===== src/sup_pkg.sv =====
package sup_pkg;
  // Clock and time base
  localparam int unsigned CLK_HZ        = 50_000_000;
  localparam int unsigned TICK_MS       = 100;
  localparam int unsigned TICK_CYC      = CLK_HZ / 1000 * TICK_MS;
  localparam int unsigned HB_US         = 500;
  localparam int unsigned HB_CYC        = CLK_HZ / 1_000_000 * HB_US;
  localparam int unsigned SAMPLE_US     = 33_333;
  localparam int unsigned SAMPLE_CYC    = CLK_HZ / 1_000_000 * SAMPLE_US;
  // Countdown lengths in ms, converted to 100 ms ticks
  localparam int unsigned FHALT_MS      = 5000;
  localparam int unsigned PIN_MS        = 1000;
  localparam int unsigned RETRY_MS      = 25_000;
  localparam int unsigned BLK_PROX_MS   = 2000;
  localparam int unsigned BLK_MOVE_MS   = 2000;
  localparam int unsigned SEC_MS        = 1000;
  localparam logic [7:0]  FHALT_TICKS   = 8'(FHALT_MS / TICK_MS);
  localparam logic [7:0]  PIN_TICKS     = 8'(PIN_MS / TICK_MS);
  localparam logic [7:0]  RETRY_TICKS   = 8'(RETRY_MS / TICK_MS);
  localparam logic [7:0]  BLK_PROX_TICKS = 8'(BLK_PROX_MS / TICK_MS);
  localparam logic [7:0]  BLK_MOVE_TICKS = 8'(BLK_MOVE_MS / TICK_MS);
  localparam logic [7:0]  TICKS_PER_S   = 8'(SEC_MS / TICK_MS);
  // Register offsets
  localparam logic [7:0]  ADDR_CMD      = 8'h04;
  localparam logic [7:0]  ADDR_HOLD_H   = 8'h25;
  localparam logic [7:0]  ADDR_HOLD_L   = 8'h26;
  localparam logic [7:0]  ADDR_FHALT    = 8'h27;
  localparam logic [7:0]  ADDR_PIN      = 8'h28;
  localparam logic [7:0]  ADDR_RETRY    = 8'h29;
  localparam logic [7:0]  ADDR_CFG      = 8'h30;
  localparam logic [7:0]  ADDR_HOLDSET  = 8'h31;
  localparam logic [7:0]  ADDR_STAT     = 8'h32;
  // Command bits
  localparam int unsigned CMD_STANDALONE = 0;
  localparam int unsigned CMD_AUTOCAL    = 1;
  localparam int unsigned CMD_SENSE_OFF  = 5;
  localparam int unsigned CMD_SENSE_ON   = 6;
  localparam int unsigned CMD_RECAL      = 7;
  // Configuration fields
  localparam int unsigned CFG_UI_LO     = 0;
  localparam int unsigned CFG_UI_HI     = 1;
  localparam int unsigned CFG_HALT      = 2;
  localparam int unsigned CFG_HB        = 3;
  localparam int unsigned CFG_QR        = 4;
  localparam int unsigned CFG_HH        = 5;
  localparam int unsigned CFG_COMP      = 6;
  localparam int unsigned CFG_BURST     = 7;
  localparam logic [7:0]  CFG_RST       = 8'h00;
  localparam logic [7:0]  HOLDSET_RST   = 8'h3c;
  // Interface behaviour modes
  localparam logic [1:0]  UI_PROX       = 2'h0;
  localparam logic [1:0]  UI_PROX_MOVE  = 2'h1;
  localparam logic [1:0]  UI_PROX_TOUCH = 2'h2;

  typedef enum logic [1:0] {SUP_IDLE, SUP_WAIT_SYNC, SUP_BEAT, SUP_CONV} sup_state_t;
endpackage


===== src/sup_cnt_if.sv =====
`timescale 1ns/1ns
`default_nettype none
// Control and value of one saturating countdown
interface sup_cnt_if #(parameter int W = 8);
  logic         tick;
  logic         load;
  logic [W-1:0] load_val;
  logic [W-1:0] value;
  logic         zero;
  modport owner (output tick, output load, output load_val, input value, input zero);
  modport timer (input tick, input load, input load_val, output value, output zero);
endinterface
`default_nettype wire


===== src/sup_countdown.sv =====
`timescale 1ns/1ns
`default_nettype none
module sup_countdown #(
  parameter int W = 8
) (
  input  wire logic  mclk,
  input  wire logic  sys_rst,
  sup_cnt_if.timer   cnt
);
  logic [W-1:0] value_r;

  // Load wins over a tick; stops at zero instead of wrapping
  always_ff @(posedge mclk) begin
    if (sys_rst) begin
      value_r <= '0;
    end else if (cnt.load) begin
      value_r <= cnt.load_val;
    end else if (cnt.tick && value_r != '0) begin
      value_r <= value_r - W'(1);
    end
  end

  assign cnt.value = value_r;
  assign cnt.zero  = (value_r == '0);
endmodule
`default_nettype wire


===== src/sup_supervisor.sv =====
`timescale 1ns/1ns
`default_nettype none
// How it works
// - Filter-halt five second countdown before proximity
// - Pin sample countdown, ten 100 ms steps
// - Retry calibration after 25 s countdown
// - 500 us heartbeat per sensing event
// - Heartbeat precedes conversion start
// - Heartbeat repeats for every burst conversion
// - Heartbeat off at reset, strap or config
// - Quick release watches proximity channel slope
// - Release event held only while proximity holds
// - Two channels share electrode, own slots
// - Block time per channel suppresses recalibration
// - Compensation tracks only without proximity trigger
// - Three selectable interface behaviour modes
// - Handheld or quick release force movement timeout
// - Standalone command stops serial register writes; reads are still answered
// - Sense only in windows granted by sync
// - Command bit seven starts proximity recalibration
// - Proximity output asserted during proximity calibration or its error
module sup_supervisor
  import sup_pkg::*;
#(
  parameter int unsigned TICK_CYCLES   = TICK_CYC,
  parameter int unsigned HB_CYCLES     = HB_CYC,
  parameter int unsigned SAMPLE_CYCLES = SAMPLE_CYC,
  parameter int unsigned BURST_LEN     = 4
) (
  input  wire logic       mclk,
  input  wire logic       sys_rst,
  input  wire logic       reg_wr,
  input  wire logic       reg_rd,
  input  wire logic [7:0] reg_addr,
  input  wire logic [7:0] reg_wdata,
  output logic      [7:0] reg_rdata,
  output logic            serial_en,
  input  wire logic       otp_hb_en,
  input  wire logic       sync_pin,
  input  wire logic       sampled_input_pin,
  output logic            heartbeat_output_pin,
  output logic            conv_start,
  output logic            conv_ch,
  input  wire logic       conv_done,
  input  wire logic       prox_raw,
  input  wire logic       touch_raw,
  input  wire logic       movement_evt,
  input  wire logic       prox_slope_fall,
  input  wire logic       prox_oob,
  input  wire logic       move_oob,
  output logic            cal_start,
  output logic            cal_ch,
  input  wire logic       cal_done,
  input  wire logic       cal_err,
  output logic            prox_out,
  output logic            quick_release,
  output logic            track_en,
  output logic            move_sense_en,
  output logic            timeout_en
);
  logic [7:0]  cfg_r, holdset_r;
  logic        standalone_r, sense_en_r, autocal_r, strap_done_r, hb_en_r;
  logic        sync_meta_r, sync_r, pin_meta_r, pin_r, pin_val_r;
  logic [22:0] tick_cnt_r;
  logic [22:0] smp_cnt_r;
  logic [15:0] hb_cnt_r;
  logic        tick, sample_due;
  logic [7:0]  burst_left_r;
  logic        slot_r, raw_d_r, prox_decl_r, qr_r, hold_exp_r;
  logic        cal_busy_r, cal_err_r, prox_req_r, move_req_r, retry_armed_r;
  logic        cmd_wr;
  logic [1:0]  ui_mode;
  sup_state_t  state_r, state_nxt;

  sup_cnt_if #(.W(16)) hold_if ();
  sup_cnt_if #(.W(8))  fh_if ();
  sup_cnt_if #(.W(8))  pin_if ();
  sup_cnt_if #(.W(8))  retry_if ();
  sup_cnt_if #(.W(8))  bp_if ();
  sup_cnt_if #(.W(8))  bm_if ();

  sup_countdown #(.W(16)) u_hold  (.mclk(mclk), .sys_rst(sys_rst), .cnt(hold_if));
  sup_countdown #(.W(8))  u_fh    (.mclk(mclk), .sys_rst(sys_rst), .cnt(fh_if));
  sup_countdown #(.W(8))  u_pin   (.mclk(mclk), .sys_rst(sys_rst), .cnt(pin_if));
  sup_countdown #(.W(8))  u_retry (.mclk(mclk), .sys_rst(sys_rst), .cnt(retry_if));
  sup_countdown #(.W(8))  u_bp    (.mclk(mclk), .sys_rst(sys_rst), .cnt(bp_if));
  sup_countdown #(.W(8))  u_bm    (.mclk(mclk), .sys_rst(sys_rst), .cnt(bm_if));

  // Pins from outside pass two flops before use
  always_ff @(posedge mclk) begin
    if (sys_rst) begin
      sync_meta_r <= 1'b1;
      sync_r      <= 1'b1;
      pin_meta_r  <= 1'b0;
      pin_r       <= 1'b0;
    end else begin
      sync_meta_r <= sync_pin;
      sync_r      <= sync_meta_r;
      pin_meta_r  <= sampled_input_pin;
      pin_r       <= pin_meta_r;
    end
  end

  // 100 ms tick and sample-rate strobe
  assign tick       = (tick_cnt_r == 23'(TICK_CYCLES - 1));
  assign sample_due = (smp_cnt_r == 23'(SAMPLE_CYCLES - 1));
  always_ff @(posedge mclk) begin
    if (sys_rst) begin
      tick_cnt_r <= '0;
      smp_cnt_r  <= '0;
    end else begin
      tick_cnt_r <= tick ? '0 : tick_cnt_r + 23'h1;
      smp_cnt_r  <= sample_due ? '0 : smp_cnt_r + 23'h1;
    end
  end

  // Register writes; serial side goes quiet once standalone
  assign cmd_wr    = reg_wr && serial_en && reg_addr == ADDR_CMD;
  assign serial_en = !standalone_r;
  always_ff @(posedge mclk) begin
    if (sys_rst) begin
      cfg_r        <= CFG_RST;
      holdset_r    <= HOLDSET_RST;
      standalone_r <= 1'b0;
      sense_en_r   <= 1'b1;
      autocal_r    <= 1'b1;
    end else if (reg_wr && serial_en) begin
      if (reg_addr == ADDR_CFG) cfg_r <= reg_wdata;
      if (reg_addr == ADDR_HOLDSET) holdset_r <= reg_wdata;
      if (cmd_wr) begin
        if (reg_wdata[CMD_STANDALONE]) standalone_r <= 1'b1;
        if (reg_wdata[CMD_AUTOCAL]) autocal_r <= !autocal_r;
        if (reg_wdata[CMD_SENSE_OFF]) sense_en_r <= 1'b0;
        if (reg_wdata[CMD_SENSE_ON]) sense_en_r <= 1'b1;
      end
    end
  end

  // Heartbeat enable: strap caught after reset, or config before standalone
  always_ff @(posedge mclk) begin
    if (sys_rst) begin
      strap_done_r <= 1'b0;
      hb_en_r      <= 1'b0;
    end else begin
      strap_done_r <= 1'b1;
      if (!strap_done_r) hb_en_r <= otp_hb_en;
      else if (reg_wr && serial_en && reg_addr == ADDR_CFG) hb_en_r <= reg_wdata[CFG_HB];
    end
  end

  // Readback registered; unmapped offsets read zero
  always_ff @(posedge mclk) begin
    if (sys_rst) begin
      reg_rdata <= 8'h00;
    end else if (reg_rd) begin
      case (reg_addr)
        ADDR_HOLD_H:  reg_rdata <= hold_if.value[15:8];
        ADDR_HOLD_L:  reg_rdata <= hold_if.value[7:0];
        ADDR_FHALT:   reg_rdata <= fh_if.value;
        ADDR_PIN:     reg_rdata <= pin_if.value;
        ADDR_RETRY:   reg_rdata <= retry_if.value;
        ADDR_CFG:     reg_rdata <= {cfg_r[CFG_BURST:CFG_QR], hb_en_r, cfg_r[CFG_HALT:CFG_UI_LO]};
        ADDR_HOLDSET: reg_rdata <= holdset_r;
        ADDR_STAT:    reg_rdata <= {sense_en_r, pin_val_r, hold_exp_r, cal_busy_r,
                                    cal_err_r, qr_r, autocal_r, prox_out};
        default:      reg_rdata <= 8'h00;
      endcase
    end
  end

  // Sensing sequence: grant window, heartbeat, then conversion
  always_comb begin
    state_nxt = state_r;
    case (state_r)
      SUP_IDLE:      if (sample_due && sense_en_r) state_nxt = SUP_WAIT_SYNC;
      SUP_WAIT_SYNC: if (!sync_r) state_nxt = hb_en_r ? SUP_BEAT : SUP_CONV;
      SUP_BEAT:      if (hb_cnt_r == 16'h0) state_nxt = SUP_CONV;
      SUP_CONV: begin
        if (conv_done) state_nxt = (burst_left_r != 8'h0) ? SUP_WAIT_SYNC : SUP_IDLE;
      end
      default:       state_nxt = SUP_IDLE;
    endcase
  end

  always_ff @(posedge mclk) begin
    if (sys_rst) state_r <= SUP_IDLE;
    else         state_r <= state_nxt;
  end

  // Heartbeat pulse timing and pin drive
  always_ff @(posedge mclk) begin
    if (sys_rst) begin
      hb_cnt_r             <= '0;
      heartbeat_output_pin <= 1'b0;
    end else begin
      if (state_r != SUP_BEAT && state_nxt == SUP_BEAT) hb_cnt_r <= 16'(HB_CYCLES - 1);
      else if (hb_cnt_r != 16'h0) hb_cnt_r <= hb_cnt_r - 16'h1;
      heartbeat_output_pin <= (state_nxt == SUP_BEAT);
    end
  end

  // Conversion strobe, burst count and alternating channel slots
  always_ff @(posedge mclk) begin
    if (sys_rst) begin
      conv_start   <= 1'b0;
      burst_left_r <= 8'h0;
      slot_r       <= 1'b0;
    end else begin
      conv_start <= (state_r != SUP_CONV && state_nxt == SUP_CONV);
      if (state_r == SUP_IDLE && state_nxt == SUP_WAIT_SYNC) begin
        burst_left_r <= cfg_r[CFG_BURST] ? 8'(BURST_LEN - 1) : 8'h0;
      end else if (state_r == SUP_CONV && conv_done) begin
        if (burst_left_r != 8'h0) burst_left_r <= burst_left_r - 8'h1;
        else slot_r <= !slot_r;
      end
    end
  end
  assign conv_ch = slot_r;

  // Mode decode
  assign ui_mode       = cfg_r[CFG_UI_HI:CFG_UI_LO];
  assign move_sense_en = cfg_r[CFG_HH] || cfg_r[CFG_QR] || (ui_mode == UI_PROX_MOVE) ||
                         (ui_mode == UI_PROX_TOUCH && prox_decl_r && !touch_raw);
  assign timeout_en    = move_sense_en && !(ui_mode == UI_PROX_TOUCH && touch_raw &&
                         !cfg_r[CFG_HH] && !cfg_r[CFG_QR]);
  assign track_en      = cfg_r[CFG_COMP] && !prox_raw && !prox_decl_r;

  // Countdown hookups
  assign hold_if.tick     = tick && timeout_en;
  assign hold_if.load     = movement_evt;
  assign hold_if.load_val = 16'(holdset_r) * 16'(TICKS_PER_S);
  assign fh_if.tick       = tick && prox_raw;
  assign fh_if.load       = prox_raw && !raw_d_r && cfg_r[CFG_HALT];
  assign fh_if.load_val   = FHALT_TICKS;
  assign pin_if.tick      = tick;
  assign pin_if.load      = tick && pin_if.zero;
  assign pin_if.load_val  = PIN_TICKS;
  assign retry_if.tick    = tick;
  assign retry_if.load    = cal_busy_r && cal_done && !cal_ch && cal_err;
  assign retry_if.load_val = RETRY_TICKS;
  assign bp_if.tick       = tick;
  assign bp_if.load       = cal_busy_r && cal_done && !cal_ch;
  assign bp_if.load_val   = BLK_PROX_TICKS;
  assign bm_if.tick       = tick;
  assign bm_if.load       = cal_busy_r && cal_done && cal_ch;
  assign bm_if.load_val   = BLK_MOVE_TICKS;

  // Proximity declaration, pin sample, hold expiry, quick release
  always_ff @(posedge mclk) begin
    if (sys_rst) begin
      raw_d_r     <= 1'b0;
      prox_decl_r <= 1'b0;
      pin_val_r   <= 1'b0;
      hold_exp_r  <= 1'b0;
      qr_r        <= 1'b0;
    end else begin
      raw_d_r     <= prox_raw;
      prox_decl_r <= prox_raw && raw_d_r && (!cfg_r[CFG_HALT] || fh_if.zero);
      if (pin_if.load) pin_val_r <= pin_r;
      hold_exp_r  <= timeout_en && prox_decl_r && hold_if.zero && !movement_evt;
      // Event latched from slope, dropped as soon as proximity ends
      if (!prox_decl_r) qr_r <= 1'b0;
      else if (cfg_r[CFG_QR] && prox_slope_fall) qr_r <= 1'b1;
    end
  end
  assign quick_release = qr_r;

  // Calibration requests; a new request wins over the clear at start
  always_ff @(posedge mclk) begin
    if (sys_rst) begin
      prox_req_r    <= 1'b1;
      move_req_r    <= 1'b0;
      retry_armed_r <= 1'b0;
    end else begin
      if (cal_start && !cal_ch) prox_req_r <= 1'b0;
      if (cal_start && cal_ch) move_req_r <= 1'b0;
      if (cmd_wr && reg_wdata[CMD_RECAL]) prox_req_r <= 1'b1;
      if (autocal_r && prox_oob && bp_if.zero) prox_req_r <= 1'b1;
      if (autocal_r && move_sense_en && move_oob && bm_if.zero) move_req_r <= 1'b1;
      if (retry_if.load) retry_armed_r <= 1'b1;
      else if (retry_armed_r && retry_if.zero) begin
        retry_armed_r <= 1'b0;
        prox_req_r    <= 1'b1;
      end
    end
  end

  // One calibration at a time, started between sensing events
  always_ff @(posedge mclk) begin
    if (sys_rst) begin
      cal_start  <= 1'b0;
      cal_ch     <= 1'b0;
      cal_busy_r <= 1'b0;
      cal_err_r  <= 1'b0;
    end else begin
      cal_start <= 1'b0;
      if (!cal_busy_r && !cal_start && state_r == SUP_IDLE && (prox_req_r || move_req_r)) begin
        cal_start  <= 1'b1;
        cal_ch     <= !prox_req_r;
        cal_busy_r <= 1'b1;
      end else if (cal_busy_r && cal_done) begin
        cal_busy_r <= 1'b0;
        if (!cal_ch) cal_err_r <= cal_err;
      end
    end
  end

  // Safe state during proximity calibration and after its error
  assign prox_out = prox_decl_r || cal_err_r || (cal_busy_r && !cal_ch);
endmodule
`default_nettype wire


===== config.mk =====
export PLATFORM = sky130hd
export DESIGN_NAME = sup_supervisor
export DESIGN_NICKNAME = d
export VERILOG_FILES = /design/src/sup_pkg.sv /design/src/sup_cnt_if.sv /design/src/sup_countdown.sv /design/src/sup_supervisor.sv
export SDC_FILE = /design/constraint.sdc
export NUM_CORES = 1
export LEC_CHECK = 0
export BUFFER_PORTS_ARGS = -buffer_cell sky130_fd_sc_hd__buf_2
export CORE_ASPECT_RATIO = 1.2
export CORE_UTILIZATION = 35
export CTS_BUF_LIST = sky130_fd_sc_hd__clkbuf_8 sky130_fd_sc_hd__clkbuf_16
export DETAILED_ROUTE_END_ITERATION = 8
export PLACE_DENSITY = 0.51
export SLEW_MARGIN = 20
export SYNTH_ARGS = -nofsm -noshare
export SYNTH_HDL_FRONTEND = slang
export SYNTH_SLANG_ARGS = --single-unit

===== constraint.sdc =====
create_clock -name mclk -period 4.05 [get_ports mclk]
set_input_delay 0.2025 -clock mclk [delete_from_list [all_inputs] [get_ports mclk]]
set_output_delay 0.2025 -clock mclk [all_outputs]
set_load 0.01 [all_outputs]

**After elaboration in Yosys (flattened, before gate mapping)**

Index checks and enable logic that the tools add are counted.

- Bits in registers: 176
- Input bits: 32
- Word-level logic and storage cells: 246

- Add/subtract/negate cells: 10
- Multipliers: 1
- Equality and inequality tests: 22
- Muxes and demuxes: 43
- Bitwise gates (word level): 5
- Reductions and logical operators: 120

Operators with widths:

| kind | count |
|---|---|
| $eq 8x6->1 const B | 8 |
| $pmux 8 s8 | 1 |
| $logic_and 1x1->1 | 50 |
| $reduce_bool 8->1 | 6 |
| $sub 8x1->8 const B | 6 |
| $add 23x1->23 const B | 2 |
| $logic_not 8->1 | 5 |
| $mux 8 | 5 |
| $logic_not 16->1 | 2 |
| $reduce_bool 16->1 | 2 |
| $sub 16x1->16 const B | 2 |
| $mux 15 | 2 |
| $reduce_bool 2->1 | 13 |
| $mux 12 | 2 |
| $eq 23x21->1 const B | 1 |
| $eq 23x23->1 const B | 1 |
| $mux 5 | 4 |
| $reduce_or 2->1 | 10 |
| $mux 1 | 19 |
| $logic_not 1->1 | 16 |
| $reduce_and 3->1 | 5 |
| $mux 6 | 2 |
| $mul 8x3->11 const B | 1 |
| $eq 2x2->1 const B | 5 |
| 11 further kinds | 31 |

**Logic depth before layout (Yosys ltp)**

Gate-level depths: netlist of run 1.

- Word-level depth: 10
- Depth in mapped cells: 9
- Depth with buffers taken out: 9

**Hierarchy**

A second synthesis of run 1 with hierarchy kept.

- Cell total of the unflattened synthesis: 1119
- Area total of the unflattened synthesis: 9700.6 µm²

Modules (own cells, without submodules):

| module | times used | cells an instance | area an instance (µm²) | sequential area each (µm²) |
|---|---|---|---|---|
| sup_supervisor | 1 | 694 | 5979.5 | 2382.3 |
| sup_countdown (u_bm ...) | 5 | 59 | 515.5 | 160.2 |
| sup_countdown (u_hold) | 1 | 130 | 1143.6 | 320.3 |

**Least setup slack after synthesis of run 1**

Ideal clock, no wire load.

- Path type: register to register
- Start: register tick_cnt_r[12]
- End: register u_retry.value_r[3], in the netlist u_retry.cnt.value[3]
- Data arrival time: 1976 ps
- Setup slack: 1942 ps
- Stages on the path, launching flop included: 8
- Path buffers: 2
- Period minus slack after synthesis: 2108 ps
- Cell sequence: dfxtp_1 > or4_4 > nor3_4 > nand2_2 > buf_6 > clkbuf_1 > nor4b_1 > nor3_1

- Cells in the longest elaborated chain, start to end: 3

RTL lines:

| element | line | text |
|---|---|---|
| from (decl) | sup_supervisor.sv:64 | `logic [22:0] tick_cnt_r;` |
| from (signal assigned) | sup_supervisor.sv:112 | `tick_cnt_r <= tick ? '0 : tick_cnt_r + 23'h1;` |
| $eq 23x23->1 | sup_supervisor.sv:105 | `assign tick = (tick_cnt_r == 23'(TICK_CYCLES - 1));` |
| $logic_and 1x1->1 | sup_countdown.sv:18 | `end else if (cnt.tick && value_r != '0) begin` |
| $reduce_bool 2->1 (no line) | n/a |  |
| to (signal assigned) | sup_countdown.sv:17 | `value_r <= cnt.load_val;` |
| to (signal assigned) | sup_countdown.sv:19 | `value_r <= value_r - W'(1);` |
| to (decl) | sup_countdown.sv:10 | `logic [W-1:0] value_r;` |

No other way between the ends.
A chain may end at the register's enable or synchronous reset.

**Final worst setup path of run 1**

- Start: register tick_cnt_r[0]
- End: register tick_cnt_r[16]

- Cells in the longest elaborated chain, start to end: 2
- Elaborated cells on any way between the ends: 3
- Classes of those cells: add/sub: 1; eq/ne: 1; reduce/logical: 1

RTL lines:

| element |
|---|
| parallel branches: the longest is 2 deep, another holds $add 23x1->23 |

Parallel ways; which one is timed is not known.

==> metrics.txt, run 1 <==
# setup viols final 0; width of the chip approximately 150 um; sw power 1200 uW; Pwr per Cell Area 412 mW/mm2; Mapped Nets 1,123; Mapped Cells 1,062; RSZ-0062 raised after global routing false; fin crit share roughly two thirds; share of total power in combinational logic 15.5%; Clock Skew 0.0103 ns; commonest non-fill, non-tap cell in the layout dfxtp_1; crit start category flip-flop; Req. time, crit path approximately 4.3 ns; CP Data Arrival Time about 3.0 ns; CTS tree built; Post-synth EDFFs 0; switching share of power 28.2%; total congestion overflow 0; synthesized area approximately 0.009 mm2; Hold Vio Cnt, Final 0; Rel. slew slack 48.3%; drt drc 0; die height ~180 um; first-pass GRT wire length 39.1 mm; worst hold path class primary input to flip-flop; post-synth cell types 76; reg2reg start tick_cnt_r[0]; die area 0.0267 mm2; Yosys top cell by area dfxtp_1; DR vias between 7,000 and 8,000; critical path cell sequence ha_1 > nand2_1 > nor4_4 > nand2_2 > nand2_1 > nor2_1; post-synthesis sequential area ratio between 30 and 40%; WL met1 11.3 mm; vias in the first global route between 7,000 and 8,000; Core Region around 0.026 mm2; Starting Density 35.7%; gr usage total 18.8%; metal3 WL 951 um; Post-Route WL 24.2 mm; Yosys top cell area share between 30% and 40%; Worst Setup SP tick_cnt_r[0]; vias per cell 5.45; clock root buffer clkbuf_16; status finished clean; fin nets ~1,200; Clock Path Buffers 2; Finished Core Util 40.3%; Synth async-reset ratio 0%; final HPWL from detailed placement 17.7 mm; Syn Area/Cell 8.58 um2; worst-margin pin slew 0.774 ns; Largest stage delay, worst path around 0.7 ns; Hold Startpoint reg_wdata[3]; Num CTS Buffers 17; P&R area growth vs syn 13.1%; Clk pwr share 39.9%; fmax 0.377 GHz; leakage power 0.00399 uW; dpl cells 1,408; num ports 51; internal power 3050 uW; Std-Cell Rows 64; minimum clock period 2.65 ns; Slew Viols, Final 0; most frequent CP cell nand2_1; Overall Power 4250 uW; later-pin clock latency in the skew report 0.44 ns; wire length per cell 16.8 um; kind of critical path flip-flop to flip-flop; slowest cell on the critical path nand2_1; PortBufs 50; Worst-path clk slew 0.07 ns; share of cells above drive strength 1 10.9%; initial antenna violation count 2; Flop pwr share ~45%; clock sinks 175; GP Congestion 0.881; Critical Path Sink Type flip-flop; top post-synthesis cells by area dfxtp_1 (38%), nor2_1 (5.2%), ha_1 (3.8%); post-CTS setup buffer count 0; H-Tree Level Count 4; DR iter-0 viols 455; Sum Neg Setup Slack 0 ns; Final Non-Filler Cells 1,446; synthesis-stage register bit count 175; drt first pass iters 6; Final ANT Viol Nets 0; largest net degree at the start of global routing 43; most frequent cells in the layout dfxtp_1 (175), nor2_1 (126), nand2_1 (85); met2 WL 11.5 mm; max layer used met4; number of max-cap violations 0; Worst Path Max Fanout 22; most used flip-flop cell after synthesis dfxtp_1; maximum VDD drop 0.232 mV; Synthesis Warnings 0
## power by group through the flow
stage | Sequential (uW) | Combinational, uW | Clock (uW)
after global placement | 1940 | 656 | 0
final | 1900 | 657 | 1690
after detailed placement | 1940 | 656 | 0
after CTS | 1900 | 662 | 1750
after floorplan | 1910 | 528 | 0
after global routing | 1910 | 748 | 1810
## through the flow
| step | instance area, um2 | setup slack [ns] | hold WS (ns) |
|---|---|---|---|
| after floorplan | 9110 | 1.94 | 0.306 |
| after global placement | 9650 | 1.47 | 0.394 |
| after detailed placement | 9650 | 1.37 | 0.399 |
| after CTS | 10300 | 1.38 | 0.00193 |
| after global routing | 10300 | 1.07 | 0.0246 |
| final | 10300 | 1.40 | 0.0230 |
## Yosys cell counts, types with 28 or more instances
cell and count:
dfxtp_1 175, nor2_1 126, nand2_1 85, a21oi_1 50
nand3_1 45, or3_1 37, xor2_1 36, o21ai_0 34
xnor2_1 33, inv_1 32, clkbuf_1 30, mux2i_1 30
ha_1 28
## registers in the layout, summed over array words and instances, names as in the netlist, 2 cells and up
signal / flops
smp_cnt_r: 23
tick_cnt_r: 23
hb_cnt_r: 16
u_hold.cnt.value: 16
burst_left_r: 8
holdset_r: 8
reg_rdata: 8
u_bm.cnt.value: 8
u_bp.cnt.value: 8
u_fh.cnt.value: 8
u_pin.cnt.value: 8
u_retry.cnt.value: 8
cfg_r: 7
state_r: 2
## layout make-up
type                       count  area (um2)
timing repair buffer          58         323
sequential                   175        3500
clock buffer                  17         425
clock inverter                14         168
multi-input combinational    817        5340
fill                        2601       15200
tap                          330         413
antenna                        2        5.00
inverter                      33         124
## worst paths after layout
| kind | endpoint | slack [ns] | cells after the start |
|---|---|---|---|
| hold reg to reg | sync_r | 0.42 | 1 |
| setup reg to reg | tick_cnt_r[16] | 1.40 | 6 |
| setup / recovery | tick_cnt_r[16] | 1.40 | 6 |
| hold / removal | holdset_r[3] | 0.02 | 3 |
## cell families after synthesis
logic type | synth area share, %
buffers and inverters | 2.99
and+or+nand+nor | 29.7
muxes | 4.41
xor gates and xnor gates | 6.63
DFF | 38.4
AOI/OAI and AO/OA | 13.7
adders and majority gates | 4.06
## repair_timing
| action | in CTS | in global routing |
|---|---|---|
| hold endpoints to repair | 5 | 0 |
| resized for setup | 0 | 0 |
| hold buffers | 5 | 0 |
## metal layers
metal  GRT usage (%)  up-vias
met1            23.9     3723
met2            31.6      145
met4            6.59        0
li1                -     3981
met3            3.82       27
met5               0        -
## worst max-delay path: cells and delay by family (launching register included)
| kind | cells | cell delay [ns] |
|---|---|---|
| fa+ha+maj | 1 | 0.24 |
| flops | 1 | 0.38 |
| simple gates | 5 | 1.87 |
Note: power is estimated with default switching activity, not from simulation.
==> inputs of run 2 (changes only) <==
--- a/config.mk
+++ b/config.mk
@@ -10,7 +10,7 @@
 export CORE_UTILIZATION = 35
 export CTS_BUF_LIST = sky130_fd_sc_hd__clkbuf_8 sky130_fd_sc_hd__clkbuf_16
 export DETAILED_ROUTE_END_ITERATION = 8
-export PLACE_DENSITY = 0.51
+export PLACE_DENSITY = 0.52
 export SLEW_MARGIN = 20
 export SYNTH_ARGS = -nofsm -noshare
 export SYNTH_HDL_FRONTEND = slang
==> constraint.sdc (replaced) <==
create_clock -name mclk -period 2.15 [get_ports mclk]
set_input_delay 0.1075 -clock mclk [delete_from_list [all_inputs] [get_ports mclk]]
set_output_delay 0.1075 -clock mclk [all_outputs]
set_load 0.01 [all_outputs]
==> run 2 against run 1 <==
Sequential power up 87%; fmax up 27%; first-iteration DRC count up 2.4%; sequential share of layout area down 3.0 points.
==> metrics.txt, run 2 (same netlist as run 1, synthesis figures left out) <==
largest net degree at the start of global routing 38 (-12%); Flop pwr share 42.6% (-2.1 points); Critical Path Sink Type flip-flop; num ports 51 (unchanged); dpl cells 1,487 (+5.6%); Final Non-Filler Cells 1,546 (+6.9%); wire length per cell 16.5 um (-1.4%); leakage power 0.00453 uW (+14%); minimum clock period 2.09 ns (-0.568 ns); share of cells above drive strength 1 19.1% (+8.2 points); slowest cell on the critical path or4b_4; Num CTS Buffers 17 (unchanged); length in cells of the worst reg-to-reg path 6 (unchanged); Rel. slew slack 60.7% (+12 points); RSZ-0062 raised after global routing true; CP Data Arrival Time 2.45 ns (-0.50 ns); drt drc 0 (unchanged); fmax 0.480 GHz (+27%); worst hold path class primary input to flip-flop; status finished clean; DR vias 8,189 (+4.0%); Pwr per Cell Area 738 mW/mm2 (+79%); clock sinks 175 (unchanged); Req. time, crit path 2.52 ns (-1.82 ns); WP depth 6 (unchanged); Core Region 0.0255 mm2 (unchanged); internal power 6050 uW (+98%); die area 0.0267 mm2 (unchanged); Top Registers smp_cnt_r (23), tick_cnt_r (23); Std-Cell Rows 64 (unchanged); DR iter-0 viols 466 (+2.4%); R2R setup slack 0.06 ns (-1.33 ns); Filler Cells Inserted 2,509 (-3.5%); Clk pwr share 40.6% (+0.7 points); sw power 2300 uW (+92%); H-Tree Level Count 4 (unchanged); Worst Setup SP tick_cnt_r[7]; vias in the first global route 7,723 (+4.7%); CTS tree built; switching share of power 27.6% (-0.63 points); GP Congestion 0.906 (+2.8%); crit start category flip-flop; Buf+Inv Stages, Crit Path 1 (+1); fin nets 1,263 (+8.6%); CP delay by family, top simple AND/OR/NAND/NOR gates; RR Endpoint u_hold.cnt.value[15]; vias per cell 5.30 (-2.8%); Starting Density 35.7% (unchanged); critical path cell sequence or4b_4 > nor3_4 > buf_6 > nand4_4 > or4_1 > a21oi_1; Clock Skew 0.00933 ns (-0.000928 ns); P&R area growth vs syn 24.2%; drt first pass iters 4 (-2); share of total power in combinational logic 16.8% (+1.3 points); Worst-path clk slew 0.07 ns (about the same); worst-margin pin slew 0.587 ns (-0.187 ns); reg2reg start tick_cnt_r[7]; number of max-cap violations 0 (unchanged); Final ANT Viol Nets 0 (unchanged); fin crit share 97.0% (+31 points); maximum VDD drop 0.518 mV (+120%); Post-Route WL 25.6 mm (+5.4%); Clock Path Buffers 2 (unchanged); commonest non-fill, non-tap cell in the layout dfxtp_1; Hold Vio Cnt, Final 0 (unchanged); kind of critical path flip-flop to flip-flop; PortBufs 50 (unchanged); gr usage total 19.5% (+0.68 points); Hold Crit Depth 3 (unchanged); Worst Path Max Fanout 6 (-73%); Slew Viols, Final 0 (unchanged); Setup WS pre-CTS -0.117 ns (-1.49 ns); most frequent cells in the layout dfxtp_1 (174), nor2_1 (125), buf_4 (88); later-pin clock latency in the skew report 0.44 ns (about the same); crit path setup slack, layout 0.0646 ns (-1.33 ns); # setup viols final 0 (unchanged); total congestion overflow 0 (unchanged); width of the chip 149 um (unchanged); first-pass GRT wire length 40.4 mm (+3.4%); CP endpoint u_hold.cnt.value[15]; clock root buffer clkbuf_16; Finished Core Util 44.3% (+4.0 points); Largest stage delay, worst path 0.55 ns (-0.13 ns); initial antenna violation count 1 (-1); die height 179 um (unchanged); final HPWL from detailed placement 18.7 mm (+5.8%)
run 2: changes by cell type in the layout (fill, tap and decap cells not counted), moves of 2 or more:
| cell | previous run | this run |
|---|---|---|
| buf_4 | 3 | 88 |
| ha_1 | 28 | 25 |
| a211oi_1 | 10 | 8 |
| dlygate4sd3_1 | 5 | 13 |
| clkinv_2 | 4 | 1 |
| a211oi_2 | 0 | 2 |
| clkbuf_8 | 0 | 2 |
| buf_12 | 0 | 4 |
| ha_4 | 0 | 3 |
| nand4_4 | 0 | 2 |
| buf_6 | 0 | 2 |
run 2: what timing repair did:
item / 4_1_cts / 5_1_grt
cloned: 0 / 1
endpoints found under the hold margin: 21 / 0
pin swaps: 3 / 11
hold buffers: 13 / 0
resized for setup: 6 / 22
endpoints found under the setup margin: 15 / 45
setup buffers: 2 / 10
run 2: power groups by stage:
| stage | registers (uW) | logic (uW) | clock network, uW |
|---|---|---|---|
| floorplan | 3590 | 995 | 0 |
| detailed placement | 3620 | 1370 | 0 |
| CTS | 3550 | 1400 | 3470 |
| finish | 3550 | 1400 | 3390 |
| global placement | 3620 | 1370 | 0 |
| global route | 3580 | 1570 | 3620 |
run 2: per-stage QoR:
step                      total power [uW]  TNS (ns)  area [um2]  hold slack [ns]
final                                 8350         0       11300           0.0356
after global routing                  8770   -0.0952       11300           0.0232
after CTS                             8420   -0.0819       11100           0.0100
after detailed placement              5000    -0.336       10300            0.293
after global placement                4990    -0.126       10300            0.289
after floorplan                       4590         0        9110            0.211
run 2: area by class of cell:
| type | count | area, um2 | share of cell area, % |
|---|---|---|---|
| clock buffer | 19 | 453 | 4.00 |
| sequential | 175 | 3500 | 31.0 |
| inverter | 33 | 124 | 1.09 |
| tap | 330 | 413 | 3.65 |
| multi-input combinational | 818 | 5490 | 48.5 |
| clock inverter | 13 | 186 | 1.65 |
| timing repair buffer | 157 | 1140 | 10.1 |
| antenna | 1 | 2.50 | 0.0221 |
run 2: worst min-delay path: stages:
cell and delay, ns:
buf_2 0.12, nor2_1 0.10, a21o_1 0.11
run 2: how the worst min path moves through the flow:
stage,start,to,slack (ns)
final,cal_done,cal_busy_r,0.04
after global routing,reg_wdata[7],cfg_r[7],0.02
after CTS,reg_wdata[1],cfg_r[1],0.01
after detailed placement,sync_pin,sync_meta_r,0.29
after global placement,sync_pin,sync_meta_r,0.29
after floorplan,sync_pin,sync_meta_r,0.21
run 2: routing by layer:
layer / routed length, um / track usage (%) / vias to the layer above / share of wire (%)
li1: - / - / 4163 / -
met1: 11700 / 24.3 / 3844 / 46
met2: 12200 / 33.0 / 148 / 48
met3: 938 / 3.44 / 34 / 3.7
met4: 674 / 8.16 / 0 / 2.6
met5: 0 / 0 / - / 0
==> inputs of run 3 (changes only) <==
--- a/config.mk
+++ b/config.mk
@@ -10,6 +10,7 @@
 export CORE_UTILIZATION = 35
 export CTS_BUF_LIST = sky130_fd_sc_hd__clkbuf_8 sky130_fd_sc_hd__clkbuf_16
 export DETAILED_ROUTE_END_ITERATION = 8
+export GPL_TIMING_DRIVEN = 0
 export PLACE_DENSITY = 0.52
 export SLEW_MARGIN = 20
 export SYNTH_ARGS = -nofsm -noshare
==> run 3 against run 2 <==
The run now ends with setup timing left; final cell count decreased by 1.9%; sequential power about the same; sequential cell count unchanged; worst setup slack got worse by 0.082 ns; clock-buffer cell count decreased by 2; critical path depth increased by 2; global-route usage increased by 0.68 points; fmax decreased by 3.8%; largest cell class unchanged; highest routed layer unchanged.
==> metrics.txt, run 3 (same netlist as run 1, synthesis figures left out) <==
fmax 0.461 GHz (-3.8%); failing checks setup timing; vias per cell 5.45 (+2.9%); final HPWL from detailed placement 18.9 mm (+1.1%); RR Endpoint u_hold.cnt.value[4]; number of max-cap violations 0 (unchanged); largest net degree at the start of global routing 17 (-55%); first-pass GRT wire length 41.6 mm (+3.0%); Final Non-Filler Cells 1,517 (-1.9%); Clock Path Buffers 2 (unchanged); Flop pwr share 46.0% (+3.4 points); Buf+Inv Stages, Crit Path 3 (+2); switching share of power 29.5% (+2.0 points); Pwr per Cell Area 702 mW/mm2 (-4.9%); commonest non-fill, non-tap cell in the layout dfxtp_1; fin crit share 101% (+3.8 points); leakage power 0.00428 uW (-5.6%); CTS tree built; Req. time, crit path 2.52 ns (about the same); CP Data Arrival Time 2.54 ns (+0.09 ns); Rel. slew slack 44.6% (-16 points); sw power 2290 uW (-0.32%); slowest cell on the critical path or4_4; Overall Power 7760 uW (-7.0%); most frequent cells in the layout dfxtp_1 (161), nor2_1 (125), nand2_1 (84); clock root buffer clkbuf_16; Core Region 0.0255 mm2 (unchanged); H-Tree Level Count 4 (unchanged); later-pin clock latency in the skew report 0.44 ns (about the same); kind of critical path flip-flop to flip-flop; worst hold path class primary input to flip-flop; reg2reg start tick_cnt_r[17]; Hold Crit Depth 3 (unchanged); total congestion overflow 0 (unchanged); Worst Path Max Fanout 8 (+2); DR vias 8,266 (+0.94%); length in cells of the worst reg-to-reg path 8 (+2); status complete, but fails checks; Largest stage delay, worst path 0.57 ns (+0.02 ns); internal power 5470 uW (-9.5%); crit start category flip-flop; P&R area growth vs syn 21.4%; Post-Route WL 26.4 mm (+3.4%); clock sinks 175 (unchanged); Worst Setup SP tick_cnt_r[17]; DR iter-0 viols 526 (+13%); # setup viols final 2 (+2); Ant. Diodes 0 (-1); die area 0.0267 mm2 (unchanged); PortBufs 49 (-2.0%); hold path endpoint holdset_r[7]; share of cells above drive strength 1 17.7% (-1.4 points); Worst-path clk slew 0.06 ns (about the same); Clk pwr share 35.5% (-5.1 points); fin nets 1,236 (-2.1%); share of total power in combinational logic 18.5% (+1.7 points); R2R setup slack -0.02 ns (-0.08 ns); Slew Viols, Final 0 (unchanged); critical path cell sequence or4_4 > nor3_4 > buf_12 > buf_6 > nand4_1 > buf_4 > mux2i_1 > o2111a_1; drt first pass iters 5 (+1); Critical Path Sink Type flip-flop; Hold Vio Cnt, Final 0 (unchanged); maximum VDD drop 0.386 mV (-25%); worst-margin pin slew 0.831 ns (+0.244 ns); Clock Skew 0.0104 ns (+0.00108 ns); Starting Density 35.7% (unchanged); Std-Cell Rows 64 (unchanged); WHS 0.0163 ns (-0.0193 ns); crit path setup slack, layout -0.0173 ns (-0.0818 ns); Setup WS pre-CTS -0.559 ns (-0.442 ns); GP Congestion 0.897 (-1.0%); CP delay by family, top simple AND/OR/NAND/NOR gates; dpl cells 1,441 (-3.1%); num ports 51 (unchanged); width of the chip 149 um (unchanged); Top Registers smp_cnt_r (23), tick_cnt_r (23); gr usage total 20.2% (+0.68 points); drt drc 0 (unchanged); wire length per cell 17.4 um (+5.4%); Final ANT Viol Nets 0 (unchanged); Hold Startpoint reg_wdata[7]; Num CTS Buffers 17 (unchanged); minimum clock period 2.17 ns (+0.0818 ns); initial antenna violation count 0 (-1); vias in the first global route 7,729 (+0.078%); die height 179 um (unchanged); Finished Core Util 43.3% (-1.0 points); RSZ-0062 raised after global routing true
## run 3: cell types whose count changed in the layout (fill, tap and decap cells not counted), sizes merged
cell	change
clkinv	+4
clkbuf	+27
bufinv	-4
diode	-1
buf	-54
inv	+1
dlygate4sd3	-1
nand4	-1
## run 3: final cells by class
class | count | area, um2
fill | 2602 | 14500
multi-input combinational | 817 | 5640
sequential | 175 | 3530
timing repair buffer | 96 | 677
clock buffer | 17 | 425
tap | 330 | 413
buffer | 35 | 166
inverter | 33 | 124
clock inverter | 14 | 83.8
## run 3: metal layers
layer	vias up	share of wire [%]	global-route usage [%]
met5	-	0	0
met4	0	3.1	8.63
met3	43	4.0	4.20
met2	164	47	32.8
met1	3943	46	25.8
li1	4116	-	-
## run 3: how the worst max path moves through the flow
stage / end / cells past startpoint
final: u_hold.cnt.value[4] / 8
after global routing: u_hold.cnt.value[4] / 8
after CTS: u_hold.cnt.value[5] / 8
after detailed placement: u_fh.cnt.value[7] / 6
after global placement: u_fh.cnt.value[7] / 6
after floorplan: u_retry.cnt.value[3] / 7
## run 3: through the flow
stage	cell area [um2]	TNS (ns)
2_1_floorplan	9110	0
3_3_place_gp	9770	-33.11
3_5_place_dp	9770	-32.69
4_1_cts	10800	-0.00823
5_1_grt	11100	-0.537
6_report	11100	-0.0294
## run 3: worst register-to-register path, stage by stage, from the launching register on
cell and delay [ns]:
dfxtp_2 0.33, or4_4 0.57, nor3_4 0.21, buf_12 0.16
buf_6 0.10, nand4_1 0.19, buf_4 0.22, mux2i_1 0.14
o2111a_1 0.19
## run 3: timing repair
action,in CTS,in global routing
hold buffers,12,0
pin swaps,18,28
endpoints found under the setup margin,106,90
hold endpoints to repair,20,0
resized for setup,43,50
setup buffers,23,12
## run 3: power by group through the flow
stage                     sequential [uW]  combinational (uW)  clock [uW]
final                                3570                1440        2760
after global routing                 3590                1610        2990
after CTS                            3560                1350        2860
after detailed placement             3640                1290           0
after global placement               3640                1280           0
after floorplan                      3590                 995           0
